File: src/logic/vpwl_pkg.sv
// Purpose: Constants and types for the VPW link status and data block
// Assumes: 25 MHz system clock, AHB-Lite register access
// Notes: Symbol times are parameters with plain defaults
package vpwl_pkg;
	// ---------------------------------------------------------------
	// Register map
	// ---------------------------------------------------------------
	localparam logic [7:0] VPWL_IDX_STATUS = 8'hf0;
	localparam logic [7:0] VPWL_IDX_TXBYTE = 8'hf1;
	localparam logic [7:0] VPWL_IDX_RXBYTE = 8'hf2;
	localparam logic [7:0] VPWL_IDX_CMD = 8'hf3;
	localparam logic [7:0] VPWL_IDX_CTRL = 8'hf4;
	localparam logic [7:0] VPWL_IDX_MASK = 8'hf5;
	localparam logic [7:0] VPWL_IDX_ERR = 8'hf6;
	localparam logic [7:0] VPWL_STATUS_RST = 8'h40;
	localparam logic [7:0] VPWL_CTRL_RST = 8'h00;
	localparam logic [7:0] VPWL_MASK_RST = 8'h00;
	// ---------------------------------------------------------------
	// Field positions
	// ---------------------------------------------------------------
	localparam int VPWL_B_ERR = 7;
	localparam int VPWL_B_SLOT = 6;
	localparam int VPWL_B_RXAV = 5;
	localparam int VPWL_B_ARB = 4;
	localparam int VPWL_B_KIND = 3;
	localparam int VPWL_B_EOD = 2;
	localparam int VPWL_B_EOF = 1;
	localparam int VPWL_B_IDLE = 0;
	localparam int VPWL_B_EN = 0;
	localparam int VPWL_B_DIS = 1;
	localparam int VPWL_B_SLEEP = 2;
	localparam int VPWL_B_FILT = 3;
	localparam int VPWL_B_NEXT = 4;
	localparam int VPWL_E_ABORT = 0;
	localparam int VPWL_E_BIT = 1;
	localparam int VPWL_E_FRAME = 2;
	localparam int VPWL_E_CRC = 3;
	localparam int VPWL_E_BRK = 4;
	// ---------------------------------------------------------------
	// Timing
	// ---------------------------------------------------------------
	localparam int VPWL_CLK_MHZ = 25;
	localparam int VPWL_TV3_US = 200;
	localparam int VPWL_TV4_US = 280;
	localparam int VPWL_TV6_US = 300;
	localparam int VPWL_TV3_CYC = VPWL_TV3_US * VPWL_CLK_MHZ;
	localparam int VPWL_TV4_CYC = VPWL_TV4_US * VPWL_CLK_MHZ;
	localparam int VPWL_TV6_CYC = VPWL_TV6_US * VPWL_CLK_MHZ;
	localparam logic [1:0] VPWL_HTRANS_NONSEQ = 2'h2;
	localparam logic [2:0] VPWL_OP_CANCEL = 3'h0;
	localparam logic [2:0] VPWL_OP_IFR2 = 3'h5;

	typedef enum logic [1:0] {
		VPWL_TX_IDLE = 2'b00,
		VPWL_TX_SEND = 2'b01,
		VPWL_TX_LOCK = 2'b10
	} vpwl_tx_type;

	typedef struct packed {
		logic valid;
		logic [7:0] data;
		logic after_eod;
	} vpwl_rxbyte_type;
endpackage

File: src/logic/vpwl_top.sv
// Purpose: Status flags, transmit and receive byte registers of a VPW link
// Assumes: Symbol decoder beside it supplies one-cycle event strobes
// Notes: Status reads return the value latched at the address phase
// Overview of operation
// - Status held at 40h after reset and while the disable bit is set.
// - Enable clear forces all status bits except idle to reset values.
// - Fault summary follows OR of the error bits, cleared by hardware.
// - Each flag except idle set with its mask bit raises the interrupt request.
// - Slot flag clears on command write, sets when the command is accepted.
// - A command write causing the abort error sets the slot flag at once.
// - Lost arbitration frees the slot for current-frame commands only.
// - Bit, frame or checksum errors cancel current-frame command, free slot.
// - A received break cancels everything and frees the slot at once.
// - Byte-available sets on byte transfer, clears on receive register read.
// - Arbitration lost sets on symbol mismatch while sending, except in type 2 responses.
// - After lost arbitration output stays passive until end of data.
// - Lost, data-end and frame-end flags clear on software zero write.
// - Byte kind updates with byte-available: 0 body, 1 response byte.
// - Data-end flag sets after passive Tv3 unless sleep, filter or any error other than abort.
// - Frame-end flag sets after passive Tv4, filtered or sleep frames too.
// - Idle flag sets after passive Tv6, clears on activity or disable.
// - Transmit byte write only stores; shift-in frees the slot.
// - Transmit byte reads return the last written byte.
// - Every received byte goes to the receive register, with no inhibit.
// - DMA transmit request pulses once per slot flag set.
//
// Added by the designer: the AHB-Lite register port.
`timescale 1ns/1ps
module vpwl_top import vpwl_pkg::*; (
	// Clock and reset
	input wire logic CLK_SYS_I,
	input wire logic RST_N_I,
	// AHB-Lite slave
	input wire logic HSEL_I,
	input wire logic [31:0] HADDR_I,
	input wire logic [1:0] HTRANS_I,
	input wire logic HWRITE_I,
	input wire logic [2:0] HSIZE_I,
	input wire logic [31:0] HWDATA_I,
	input wire logic HREADY_I,
	output logic [31:0] HRDATA_O,
	output logic HREADYOUT_O,
	output logic HRESP_O,
	// Link pin
	input wire logic BUS_RX_IN_I,
	output logic BUS_TX_OUT_O,
	// Decoder events, one-cycle strobes
	input wire logic RX_BYTE_VALID_I,
	input wire logic [7:0] RX_BYTE_DATA_I,
	input wire logic RX_AFTER_EOD_I,
	input wire logic SYM_MISMATCH_I,
	input wire logic CMD_ACCEPT_I,
	input wire logic TX_SHIFT_LOAD_I,
	input wire logic TX_BIT_I,
	input wire logic [4:0] ERR_SET_I,
	// Requests
	output logic IRQ_O,
	output logic DMA_TX_REQ_O,
	output logic [2:0] CMD_OP_O
);
	// ---------------------------------------------------------------
	// Bus slave
	// ---------------------------------------------------------------
	logic dp_valid_r;
	logic dp_write_r;
	logic [7:0] dp_idx_r;
	logic [7:0] ctrl_r;
	logic [7:0] mask_r;
	logic [7:0] err_r;
	logic [7:0] cmd_r;
	logic [7:0] tx_byte_reg_r;
	logic [7:0] rx_byte_reg_r;
	logic [7:0] status_r;
	logic [7:0] status_nxt;
	logic [7:0] wbyte;
	logic wr_status;
	logic wr_cmd;
	logic wr_tx;
	logic wr_ctrl;
	logic wr_mask;
	logic wr_err;
	logic rd_rx;
	logic link_enable_bit;
	logic link_disable_bit;
	logic cmd_next_frame;
	logic cmd_abort;
	logic cmd_cancel;
	logic in_s1_r;
	logic bus_rx_in;
	logic bus_rx_prev_r;
	logic [31:0] passive_cnt_r;
	logic arb_lost_now;
	logic rx_went_active;
	vpwl_tx_type tx_st_r;
	vpwl_rxbyte_type rxb;

	function automatic logic [7:0] reg_idx(input logic [31:0] a);
		reg_idx = a[9:2];
	endfunction

	function automatic logic hit(input logic [7:0] i, input logic [7:0] t);
		hit = (i == t);
	endfunction

	assign wbyte = HWDATA_I[7:0];
	assign wr_status = dp_valid_r && dp_write_r && hit(dp_idx_r,
		VPWL_IDX_STATUS);
	assign wr_tx = dp_valid_r && dp_write_r && hit(dp_idx_r, VPWL_IDX_TXBYTE);
	assign wr_cmd = dp_valid_r && dp_write_r && hit(dp_idx_r, VPWL_IDX_CMD);
	assign wr_ctrl = dp_valid_r && dp_write_r && hit(dp_idx_r, VPWL_IDX_CTRL);
	assign wr_mask = dp_valid_r && dp_write_r && hit(dp_idx_r, VPWL_IDX_MASK);
	assign wr_err = dp_valid_r && dp_write_r && hit(dp_idx_r, VPWL_IDX_ERR);
	assign rd_rx = dp_valid_r && !dp_write_r && hit(dp_idx_r, VPWL_IDX_RXBYTE);
	assign link_enable_bit = ctrl_r[VPWL_B_EN];
	assign link_disable_bit = ctrl_r[VPWL_B_DIS];
	assign cmd_next_frame = cmd_r[VPWL_B_NEXT];
	// Invalid request: type 2 response not allowed as a command here
	assign cmd_abort = wr_cmd && (wbyte[2:0] == VPWL_OP_IFR2) &&
		!status_r[VPWL_B_IDLE] && RX_AFTER_EOD_I;
	// Next-frame commands survive everything but a break
	assign cmd_cancel = ERR_SET_I[VPWL_E_BRK] || (!cmd_next_frame &&
		(arb_lost_now || ERR_SET_I[VPWL_E_BIT] ||
		ERR_SET_I[VPWL_E_FRAME] || ERR_SET_I[VPWL_E_CRC]));
	assign rxb = '{valid: RX_BYTE_VALID_I, data: RX_BYTE_DATA_I,
		after_eod: RX_AFTER_EOD_I};

	always_ff @(posedge CLK_SYS_I or negedge RST_N_I) begin
		if (!RST_N_I) begin
			dp_valid_r <= 1'b0;
			dp_write_r <= 1'b0;
			dp_idx_r <= 8'h00;
		end else if (HREADY_I) begin
			dp_valid_r <= HSEL_I && HTRANS_I[1];
			dp_write_r <= HWRITE_I;
			dp_idx_r <= reg_idx(HADDR_I);
		end
	end

	// Zero-wait slave; read data registered from the address phase
	always_ff @(posedge CLK_SYS_I or negedge RST_N_I) begin
		if (!RST_N_I) begin
			HRDATA_O <= 32'h0000_0000;
			HREADYOUT_O <= 1'b1;
			HRESP_O <= 1'b0;
		end else begin
			HREADYOUT_O <= 1'b1;
			HRESP_O <= 1'b0;
			if (HREADY_I && HSEL_I && HTRANS_I[1] && !HWRITE_I) begin
				unique case (reg_idx(HADDR_I))
				VPWL_IDX_STATUS: HRDATA_O <= {24'h000000, status_nxt};
				VPWL_IDX_TXBYTE: HRDATA_O <= {24'h000000, tx_byte_reg_r};
				VPWL_IDX_RXBYTE: HRDATA_O <= {24'h000000, rx_byte_reg_r};
				VPWL_IDX_CMD: HRDATA_O <= {24'h000000, cmd_r};
				VPWL_IDX_CTRL: HRDATA_O <= {24'h000000, ctrl_r};
				VPWL_IDX_MASK: HRDATA_O <= {24'h000000, mask_r};
				VPWL_IDX_ERR: HRDATA_O <= {24'h000000, err_r};
				default: HRDATA_O <= 32'h0000_0000;
				endcase
			end
		end
	end

	// ---------------------------------------------------------------
	// Software registers
	// ---------------------------------------------------------------
	always_ff @(posedge CLK_SYS_I or negedge RST_N_I) begin
		if (!RST_N_I) begin
			ctrl_r <= VPWL_CTRL_RST;
			mask_r <= VPWL_MASK_RST;
		end else begin
			if (wr_ctrl)
				ctrl_r <= wbyte;
			if (wr_mask)
				mask_r <= wbyte;
		end
	end

	// Store only; reset content is don't-care but kept defined
	always_ff @(posedge CLK_SYS_I or negedge RST_N_I) begin
		if (!RST_N_I)
			tx_byte_reg_r <= 8'h00;
		else if (wr_tx)
			tx_byte_reg_r <= wbyte;
	end

	// ---------------------------------------------------------------
	// Command register
	// ---------------------------------------------------------------
	// A fresh write beats a cancel in the same cycle
	always_ff @(posedge CLK_SYS_I or negedge RST_N_I) begin
		if (!RST_N_I)
			cmd_r <= 8'h00;
		else if (wr_cmd)
			cmd_r <= wbyte;
		else if (cmd_cancel)
			cmd_r <= 8'h00;
	end

	// Error bits: hardware set wins over write-one-to-clear
	always_ff @(posedge CLK_SYS_I or negedge RST_N_I) begin
		if (!RST_N_I)
			err_r <= 8'h00;
		else if (!link_enable_bit || link_disable_bit)
			err_r <= 8'h00;
		else
			err_r <= ((wr_err ? (err_r & ~wbyte) : err_r) |
				{3'h0, ERR_SET_I}) | {7'h00, cmd_abort};
	end

	// ---------------------------------------------------------------
	// Receive path
	// ---------------------------------------------------------------
	always_ff @(posedge CLK_SYS_I) begin
		if (rxb.valid)
			rx_byte_reg_r <= rxb.data;
	end

	// ---------------------------------------------------------------
	// Input synchroniser and passive timer
	// ---------------------------------------------------------------
	always_ff @(posedge CLK_SYS_I or negedge RST_N_I) begin
		if (!RST_N_I) begin
			in_s1_r <= 1'b0;
			bus_rx_in <= 1'b0;
			bus_rx_prev_r <= 1'b0;
		end else begin
			in_s1_r <= BUS_RX_IN_I;
			bus_rx_in <= in_s1_r;
			bus_rx_prev_r <= bus_rx_in;
		end
	end

	assign rx_went_active = bus_rx_in && !bus_rx_prev_r;

	// Runs even while enable is clear, so idle may appear early
	always_ff @(posedge CLK_SYS_I or negedge RST_N_I) begin
		if (!RST_N_I)
			passive_cnt_r <= 32'h0000_0000;
		else if (bus_rx_in || link_disable_bit)
			passive_cnt_r <= 32'h0000_0000;
		else if (passive_cnt_r <= VPWL_TV6_CYC)
			passive_cnt_r <= passive_cnt_r + 32'h0000_0001;
	end

	// ---------------------------------------------------------------
	// Transmit lock after lost arbitration
	// ---------------------------------------------------------------
	always_ff @(posedge CLK_SYS_I or negedge RST_N_I) begin
		if (!RST_N_I)
			tx_st_r <= VPWL_TX_IDLE;
		else if (!link_enable_bit || link_disable_bit)
			tx_st_r <= VPWL_TX_IDLE;
		else begin
			unique case (tx_st_r)
			VPWL_TX_IDLE: if (CMD_ACCEPT_I) tx_st_r <= VPWL_TX_SEND;
			VPWL_TX_SEND: begin
				if (SYM_MISMATCH_I && cmd_r[2:0] != VPWL_OP_IFR2)
					tx_st_r <= VPWL_TX_LOCK;
				else if (passive_cnt_r == VPWL_TV3_CYC)
					tx_st_r <= VPWL_TX_IDLE;
			end
			VPWL_TX_LOCK: if (passive_cnt_r == VPWL_TV3_CYC)
				tx_st_r <= VPWL_TX_IDLE;
			default: tx_st_r <= VPWL_TX_IDLE;
			endcase
		end
	end

	assign arb_lost_now = SYM_MISMATCH_I && (tx_st_r == VPWL_TX_SEND) &&
		(cmd_r[2:0] != VPWL_OP_IFR2);

	// ---------------------------------------------------------------
	// Status register
	// ---------------------------------------------------------------
	always_comb begin
		status_nxt = status_r;
		status_nxt[VPWL_B_ERR] = |err_r;
		if (wr_status) begin
			// Only zero writes clear; other bits untouched
			status_nxt[VPWL_B_ARB] = status_r[VPWL_B_ARB] & wbyte[VPWL_B_ARB];
			status_nxt[VPWL_B_EOD] = status_r[VPWL_B_EOD] & wbyte[VPWL_B_EOD];
			status_nxt[VPWL_B_EOF] = status_r[VPWL_B_EOF] & wbyte[VPWL_B_EOF];
		end
		if (rd_rx)
			status_nxt[VPWL_B_RXAV] = 1'b0;
		if (rxb.valid) begin
			status_nxt[VPWL_B_RXAV] = 1'b1;
			status_nxt[VPWL_B_KIND] = rxb.after_eod;
		end
		if (wr_cmd)
			status_nxt[VPWL_B_SLOT] = 1'b0;
		if (CMD_ACCEPT_I || TX_SHIFT_LOAD_I || cmd_abort)
			status_nxt[VPWL_B_SLOT] = 1'b1;
		if (arb_lost_now) begin
			status_nxt[VPWL_B_ARB] = 1'b1;
			if (!cmd_next_frame)
				status_nxt[VPWL_B_SLOT] = 1'b1;
		end
		if ((ERR_SET_I[VPWL_E_BIT] || ERR_SET_I[VPWL_E_FRAME] ||
			ERR_SET_I[VPWL_E_CRC]) && !cmd_next_frame)
			status_nxt[VPWL_B_SLOT] = 1'b1;
		if (ERR_SET_I[VPWL_E_BRK])
			status_nxt[VPWL_B_SLOT] = 1'b1;
		if (passive_cnt_r == VPWL_TV3_CYC && !ctrl_r[VPWL_B_SLEEP] &&
			!ctrl_r[VPWL_B_FILT] && (err_r[4:1] == 4'h0))
			status_nxt[VPWL_B_EOD] = 1'b1;
		if (passive_cnt_r == VPWL_TV4_CYC)
			status_nxt[VPWL_B_EOF] = 1'b1;
		status_nxt[VPWL_B_IDLE] = (status_r[VPWL_B_IDLE] && !rx_went_active)
			|| (!bus_rx_in && passive_cnt_r > VPWL_TV6_CYC);
		if (!link_enable_bit)
			status_nxt[7:1] = VPWL_STATUS_RST[7:1];
		if (link_disable_bit)
			status_nxt = VPWL_STATUS_RST;
	end

	always_ff @(posedge CLK_SYS_I or negedge RST_N_I) begin
		if (!RST_N_I)
			status_r <= VPWL_STATUS_RST;
		else
			status_r <= status_nxt;
	end

	// ---------------------------------------------------------------
	// Outputs
	// ---------------------------------------------------------------
	always_ff @(posedge CLK_SYS_I or negedge RST_N_I) begin
		if (!RST_N_I) begin
			IRQ_O <= 1'b0;
			DMA_TX_REQ_O <= 1'b0;
			BUS_TX_OUT_O <= 1'b0;
			CMD_OP_O <= VPWL_OP_CANCEL;
		end else begin
			IRQ_O <= |(status_nxt[7:1] & mask_r[7:1]);
			DMA_TX_REQ_O <= status_nxt[VPWL_B_SLOT] &&
				!status_r[VPWL_B_SLOT];
			BUS_TX_OUT_O <= (tx_st_r == VPWL_TX_SEND) && TX_BIT_I;
			if (cmd_cancel)
				CMD_OP_O <= VPWL_OP_CANCEL;
			else
				CMD_OP_O <= cmd_r[2:0];
		end
	end
endmodule

File: config.mk
export PLATFORM = sky130hd
export DESIGN_NAME = vpwl_top
export DESIGN_NICKNAME = d
export VERILOG_FILES = /design/src/logic/vpwl_pkg.sv /design/src/logic/vpwl_top.sv
export SDC_FILE = /design/constraint.sdc
export NUM_CORES = 1
export LEC_CHECK = 0
export CAP_MARGIN = 25
export CORE_MARGIN = 4
export CORE_UTILIZATION = 50
export DETAILED_ROUTE_END_ITERATION = 10
export DONT_BUFFER_PORTS = 1
export MAX_ROUTING_LAYER = met4
export SYNTH_ARGS = -nofsm -noshare
export SYNTH_HDL_FRONTEND = slang
export SYNTH_SLANG_ARGS = --single-unit
File: constraint.sdc
create_clock -name CLK_SYS_I -period 4.6 [get_ports CLK_SYS_I]
set_input_delay 0.23 -clock CLK_SYS_I [delete_from_list [all_inputs] [get_ports CLK_SYS_I]]
set_output_delay 0.23 -clock CLK_SYS_I [all_outputs]
set_load 0.01 [all_outputs]
; ---- Word level (Yosys, flattened, before mapping)
; Index checks and enable logic that the tools add are counted.
[totals]
reg_bits = 140
output_inout_bits = 40
[classes]
addsub = 1
bitwise = 8
magnitude_cmp = 2
eq_ne = 21
muxes = 29
n_reduce_logical = 57
[op_table]
columns = operator, count
row1 = $eq A8 B8 Y1 const B, 14
row2 = $eq A32 B13 Y1 const B, 2
row3 = $mux W32, 2
row4 = $pmux W8 S7, 1
row5 = $mux W8, 5
row6 = $add A32 B1 Y32 const B, 1
row7 = $gt A32 B13 Y1 const B, 1
row8 = $le A32 B13 Y1 const B, 1
row9 = $logic_and A1 B1 Y1, 29
row10 = $mux W1, 13
row11 = $logic_not A1 Y1, 11
row12 = $logic_or A1 B1 Y1, 11
row13 = $mux W2, 5
row14 = $and A8 B8 Y8, 1
row15 = $not A8 Y8, 1
row16 = $or A8 B1 Y8, 1
row17 = $or A8 B5 Y8, 1
row18 = $reduce_or A8 Y1, 1
row19 = $and A7 B7 Y7, 1
row20 = $mux W7, 1
row21 = $reduce_or A7 Y1, 1
row22 = $ne A3 B3 Y1 const B, 2
row23 = $pmux W2 S3, 1
row24 = $logic_not A4 Y1, 1
row25 = 7 further kinds, 10

; ---- Depth between registers and ports, before layout
[depth]
depth_word = 15
mapped_depth = 8
mapped_depth_nobuf = 8

; ---- Worst setup path before layout
; No wires, ideal clock.
[synth_timing]
kind = reg2reg
start = reg passive_cnt_r[28]
end = reg tx_st_r[0]
slack_ns = 2.612
path_stages_with_launch = 7
arrival_time_ns = 1.854
path_buffers = 1
setup_time_ns = 0.134
synth_period_minus_slack_ns = 1.988
cell_sequence = dfrtp_1 -> or3_1 -> buf_2 -> or4_4 -> or3_4 -> a22oi_2 -> nor3_1
[synth_between]
elab_chain_len = 5
[synth_rtl]
columns = item, line_no
row1 = from (decl), vpwl_top.sv:91  ; logic [31:0] passive_cnt_r;
row2 = from (signal assigned), vpwl_top.sv:242  ; passive_cnt_r <= passive_cnt_r + 32'h0000_0001;
row3 = $eq A32 B13 Y1 (*), "vpwl_top.sv:259, vpwl_top.sv:262"
row4 = $mux W2 (*), n/a
row5 = $mux W2, n/a
row6 = $pmux W2 S3 (*), n/a
row7 = $mux W2 (*), n/a
row8 = to (signal assigned), vpwl_top.sv:250  ; tx_st_r <= VPWL_TX_IDLE;
row9 = to (signal assigned), vpwl_top.sv:252  ; tx_st_r <= VPWL_TX_IDLE;
row10 = to (signal assigned), vpwl_top.sv:255  ; VPWL_TX_IDLE: if (CMD_ACCEPT_I) tx_st_r <= VPWL_TX_SEND;
row11 = to (decl), vpwl_top.sv:94  ; vpwl_tx_type tx_st_r;
; Mark *: on every way between the ends. The rest lies on a longest branch, timed or not.
; A chain may end at the register's enable or synchronous reset.

; ---- Worst setup path after layout
[layout_timing]
start = reg dp_idx_r[3]
end = reg err_r[0]
[layout_between]
elab_chain_len = 7
elab_cells_between_ends = 11
cone_classes = eq/ne (2) / mux (2) / bitwise (2) / reduce/logical (5)
[layout_rtl]
columns = item, line_no
row1 = from (decl), vpwl_top.sv:66  ; logic [7:0] dp_idx_r;
row2 = from (signal assigned), vpwl_top.sv:135  ; dp_idx_r <= reg_idx(HADDR_I);
row3 = $eq A8 B8 Y1, vpwl_top.sv:102  ; hit = (i == t);
row4 = $logic_and A1 B1 Y1, vpwl_top.sv:109  ; assign wr_cmd = dp_valid_r && dp_write_r && hit(dp_idx_r, VPWL_IDX_CMD);
row5 = $logic_and A1 B1 Y1 (2 in a row), vpwl_top.sv:118  ; assign cmd_abort = wr_cmd && (wbyte[2:0] == VPWL_OP_IFR2) &&
row6 = $logic_and A1 B1 Y1, vpwl_top.sv:119  ; !status_r[VPWL_B_IDLE] && RX_AFTER_EOD_I;
row7 = $or A8 B1 Y8 (*), vpwl_top.sv:207  ; {3'h0, ERR_SET_I}) | {7'h00, cmd_abort};
row8 = $mux W8 (*), vpwl_top.sv:203  ; else if (!link_enable_bit || link_disable_bit)
row9 = to (signal assigned), vpwl_top.sv:206  ; err_r <= ((wr_err ? (err_r & ~wbyte) : err_r) |
row10 = to (decl), vpwl_top.sv:69  ; logic [7:0] err_r;
; Marks and branches as above.

==> reports/results.tsv <==
metric	value	unit
outcome	finished, final reports clean	
Setup CP Type	reg -> reg	
TritonCTS clock tree	yes	
Die Width	113.4	um
# resized after CTS	0	
period utilization	61.88	%
drt wl/cell	20.50	um
Yosys top cell by area	dfrtp_1	
CTS buffer count	17	
vias in the first global route	4007	
Core Footprint	10840	um^2
Final Cell Area	6526	um^2
Lkg Pwr	2.829	nW
setup_tns	0	ps
port bufs	0	
global-route wire length before repair	22.20	mm
Final HPWL DP	9.137	mm
final core occ	60.20	%
flops & latches, synth	116	
combinational share of power	6.4	%
Switching Share	24.68	%
Max Root-Sink Buffers	2	
commonest cells in the netlist	dfrtp_1, mux2_2, nand2_1	
switching pwr	0.6084	mW
fin nets	632	
Post-Route WL	14.14	mm
initial antenna violation count	1	
Final Wtd Congestion	0.8501	
P&R area growth vs syn	17.42	%
Seq pwr share	44.3	%
Initial DRC Count	321	
power share of the clock group	49.2	%
via count	3946	
Mapped Avg Cell Area	11.12	um^2
placed cell count	615	
internal power	1.856	mW
CTS root buf	clkbuf_8	
RSZ-0062 raised after global routing	false	
DIE AREA	12870	um^2
Finished Layout Cells	690	
CP max FO	8	
Post-Syn Instances	500	
hold crit path type	in -> reg	
CP arrival	3260	ps
crit end category	flop	
Worst Path Required	5020	ps
final setup violation count	0	
final max-slew violation count	0	
share of the synthesized area in the top cell type	48.18	%
maximum clock rate	351.3	MHz
reg2reg path depth	5	
Worst-path clk slew	60	ps
Post-Route Skew	12.92	ps
CP max stage delay	950	ps
crit path launch type	flop	
DRC Markers	0	
top cells by area, synth	dfrtp_1, mux2_2, edfxtp_1, buf_4, nand2_1	
WHS Path Cells	2	
Max Cap Violations	0	
Primary FF master, synth	dfrtp_1	
worst-margin pin slew	1000	ps
PwrDens	377.6	nW/um^2
Starting Density	51.27	%
Max-slew headroom	32.75	%
Vias/cell	5.719	
largest net degree at the start of global routing	109	
Overflow after GRT	0	
Final Total Pwr	2.465	mW
CP cell instances	nand4b_1 -> nor4_2 -> a21boi_0 -> o31a_1 -> dlygate4sd3_1	
synthesized cell area	5558	um^2
H-tree levels	4	
final period demand of the worst path	2846	ps
top-count cell post-synth	dfrtp_1	
Placed Area	5538	um^2
layout cells sized above 1	16.94	%
Crit path depth	5	
critical path's slowest cell	nor4_2	
Yosys cell types	68	
row cnt	38	
Buf/Inv on CP	1	
die height	113.4	um
global-route usage over all layers	23.59	%
peak supply drop	0.3741	mV
clock sink total	116	
DRT Pass-1 Iters	5	
IO Pins	134	
largest delay contributor family on the critical path	simple AND/OR/NAND/NOR gates	
latest clock arrival within the worst-skew pair	530	ps
sequential-to-total area share from yosys stat	52.97	%
number of enable flip-flop cells after synthesis	8	
synth warn	0	
final hold vios	0	
Final ANT Viol Nets	0	
ys async rst share	93.10	%
==> final cells by class <==
cell class,instances,area (um^2)
clock buffer,17,414.1
antenna,1,2.502
multi-input combinational,346,2362
clock inverter,15,133.9
sequential,116,2944
timing repair buffer,43,449.2
inverter,12,45.04
fill,905,4314
tap,140,175.2
==> placed cells by master (no fill, tap or decap), types with 4 or more instances in the layout <==
master,count
or3_1,11
nor3_1,8
nand4b_1,5
inv_1,11
conb_1,26
nor4_2,4
nand2_1,39
nor4_1,7
edfxtp_1,8
xnor2_1,4
nor2_1,21
dfrtp_1,107
o211ai_1,7
and2_1,23
mux2_2,44
nand4_1,8
o21ai_0,15
clkinv_4,6
mux2i_1,10
clkbuf_16,16
a221o_1,5
nand3_1,16
clkinv_2,5
nor2b_1,4
a21oi_1,26
dlygate4sd3_1,41
==> routing by layer <==
layer / global-route usage, % / routed length, um
met1: 29.44 / 6012
met4: 6.811 / 170
met2: 37.16 / 6926
met3: 7.586 / 1033
met5: - / 0
==> worst reg2reg max path, cell delays in order, from the launching register on <==
cell	delay (ps)
dfrtp_1	390
nand4b_1	340
nor4_2	950
a21boi_0	220
o31a_1	280
dlygate4sd3_1	560
==> power groups by stage <==
stage / Sequential [mW] / Combinational, mW / Clock [mW]
detailed placement: 1.11 / 0.0940 / 0
global placement: 1.11 / 0.0912 / 0
floorplan: 1.10 / 0.108 / 0
finish: 1.09 / 0.158 / 1.21
CTS: 1.09 / 0.158 / 1.23
global route: 1.10 / 0.174 / 1.28
==> flip-flops by register name, summed over array words and instances, names as in the netlist, 8 cells and up <==
| register | cells |
|---|---|
| HRDATA_O | 8 |
| cmd_r | 8 |
| ctrl_r | 8 |
| dp_idx_r | 8 |
| err_r | 8 |
| mask_r | 8 |
| passive_cnt_r | 32 |
| rx_byte_reg_r | 8 |
| tx_byte_reg_r | 8 |
==> cells by family (layout without fill, tap and decap cells) <==
group,Yosys count,in the layout,share of synthesized area [%]
simple gates,176,176,18.51
flops,116,116,52.97
compound gates,83,83,10.04
buf+inv,62,87,6.146
mux,55,55,11.12
xor+xnor,4,4,0.6303
fa+ha+maj,2,2,0.4502
other cells,2,27,0.1351
==> repair_timing <==
action,4_1_cts,5_1_grt
setup buffers,0,0
hold buffers,42,0
endpoints found under the setup margin,0,0
endpoints found under the hold margin,187,0
==> worst paths after layout <==
check,slack (ps),end,start
max in group asynchronous,3860,tx_byte_reg_r[6]$_DFFE_PN0P_,RST_N_I
worst min register to register,350,bus_rx_in$_DFF_PN0_,in_s1_r$_DFF_PN0_
worst max register to register,1750,err_r[0]$_DFF_PN0_,dp_idx_r[3]$_DFFE_PN0P_
worst max-delay path,1750,err_r[0]$_DFF_PN0_,dp_idx_r[3]$_DFFE_PN0P_
worst min-delay path,30,HRDATA_O[2]$_DFFE_PN0P_,HADDR_I[4]
min in group asynchronous,310,dp_write_r$_DFFE_PN0P_,RST_N_I
==> stage by stage <==
step,setup WS [ps],hold WS (ps)
2_1_floorplan,2612,-65.59
3_3_place_gp,2314,-62.63
3_5_place_dp,2252,-62.67
4_1_cts,1804,2.854
5_1_grt,1719,38.25
6_report,1754,30.47
(Power assumes the default switching activity.)
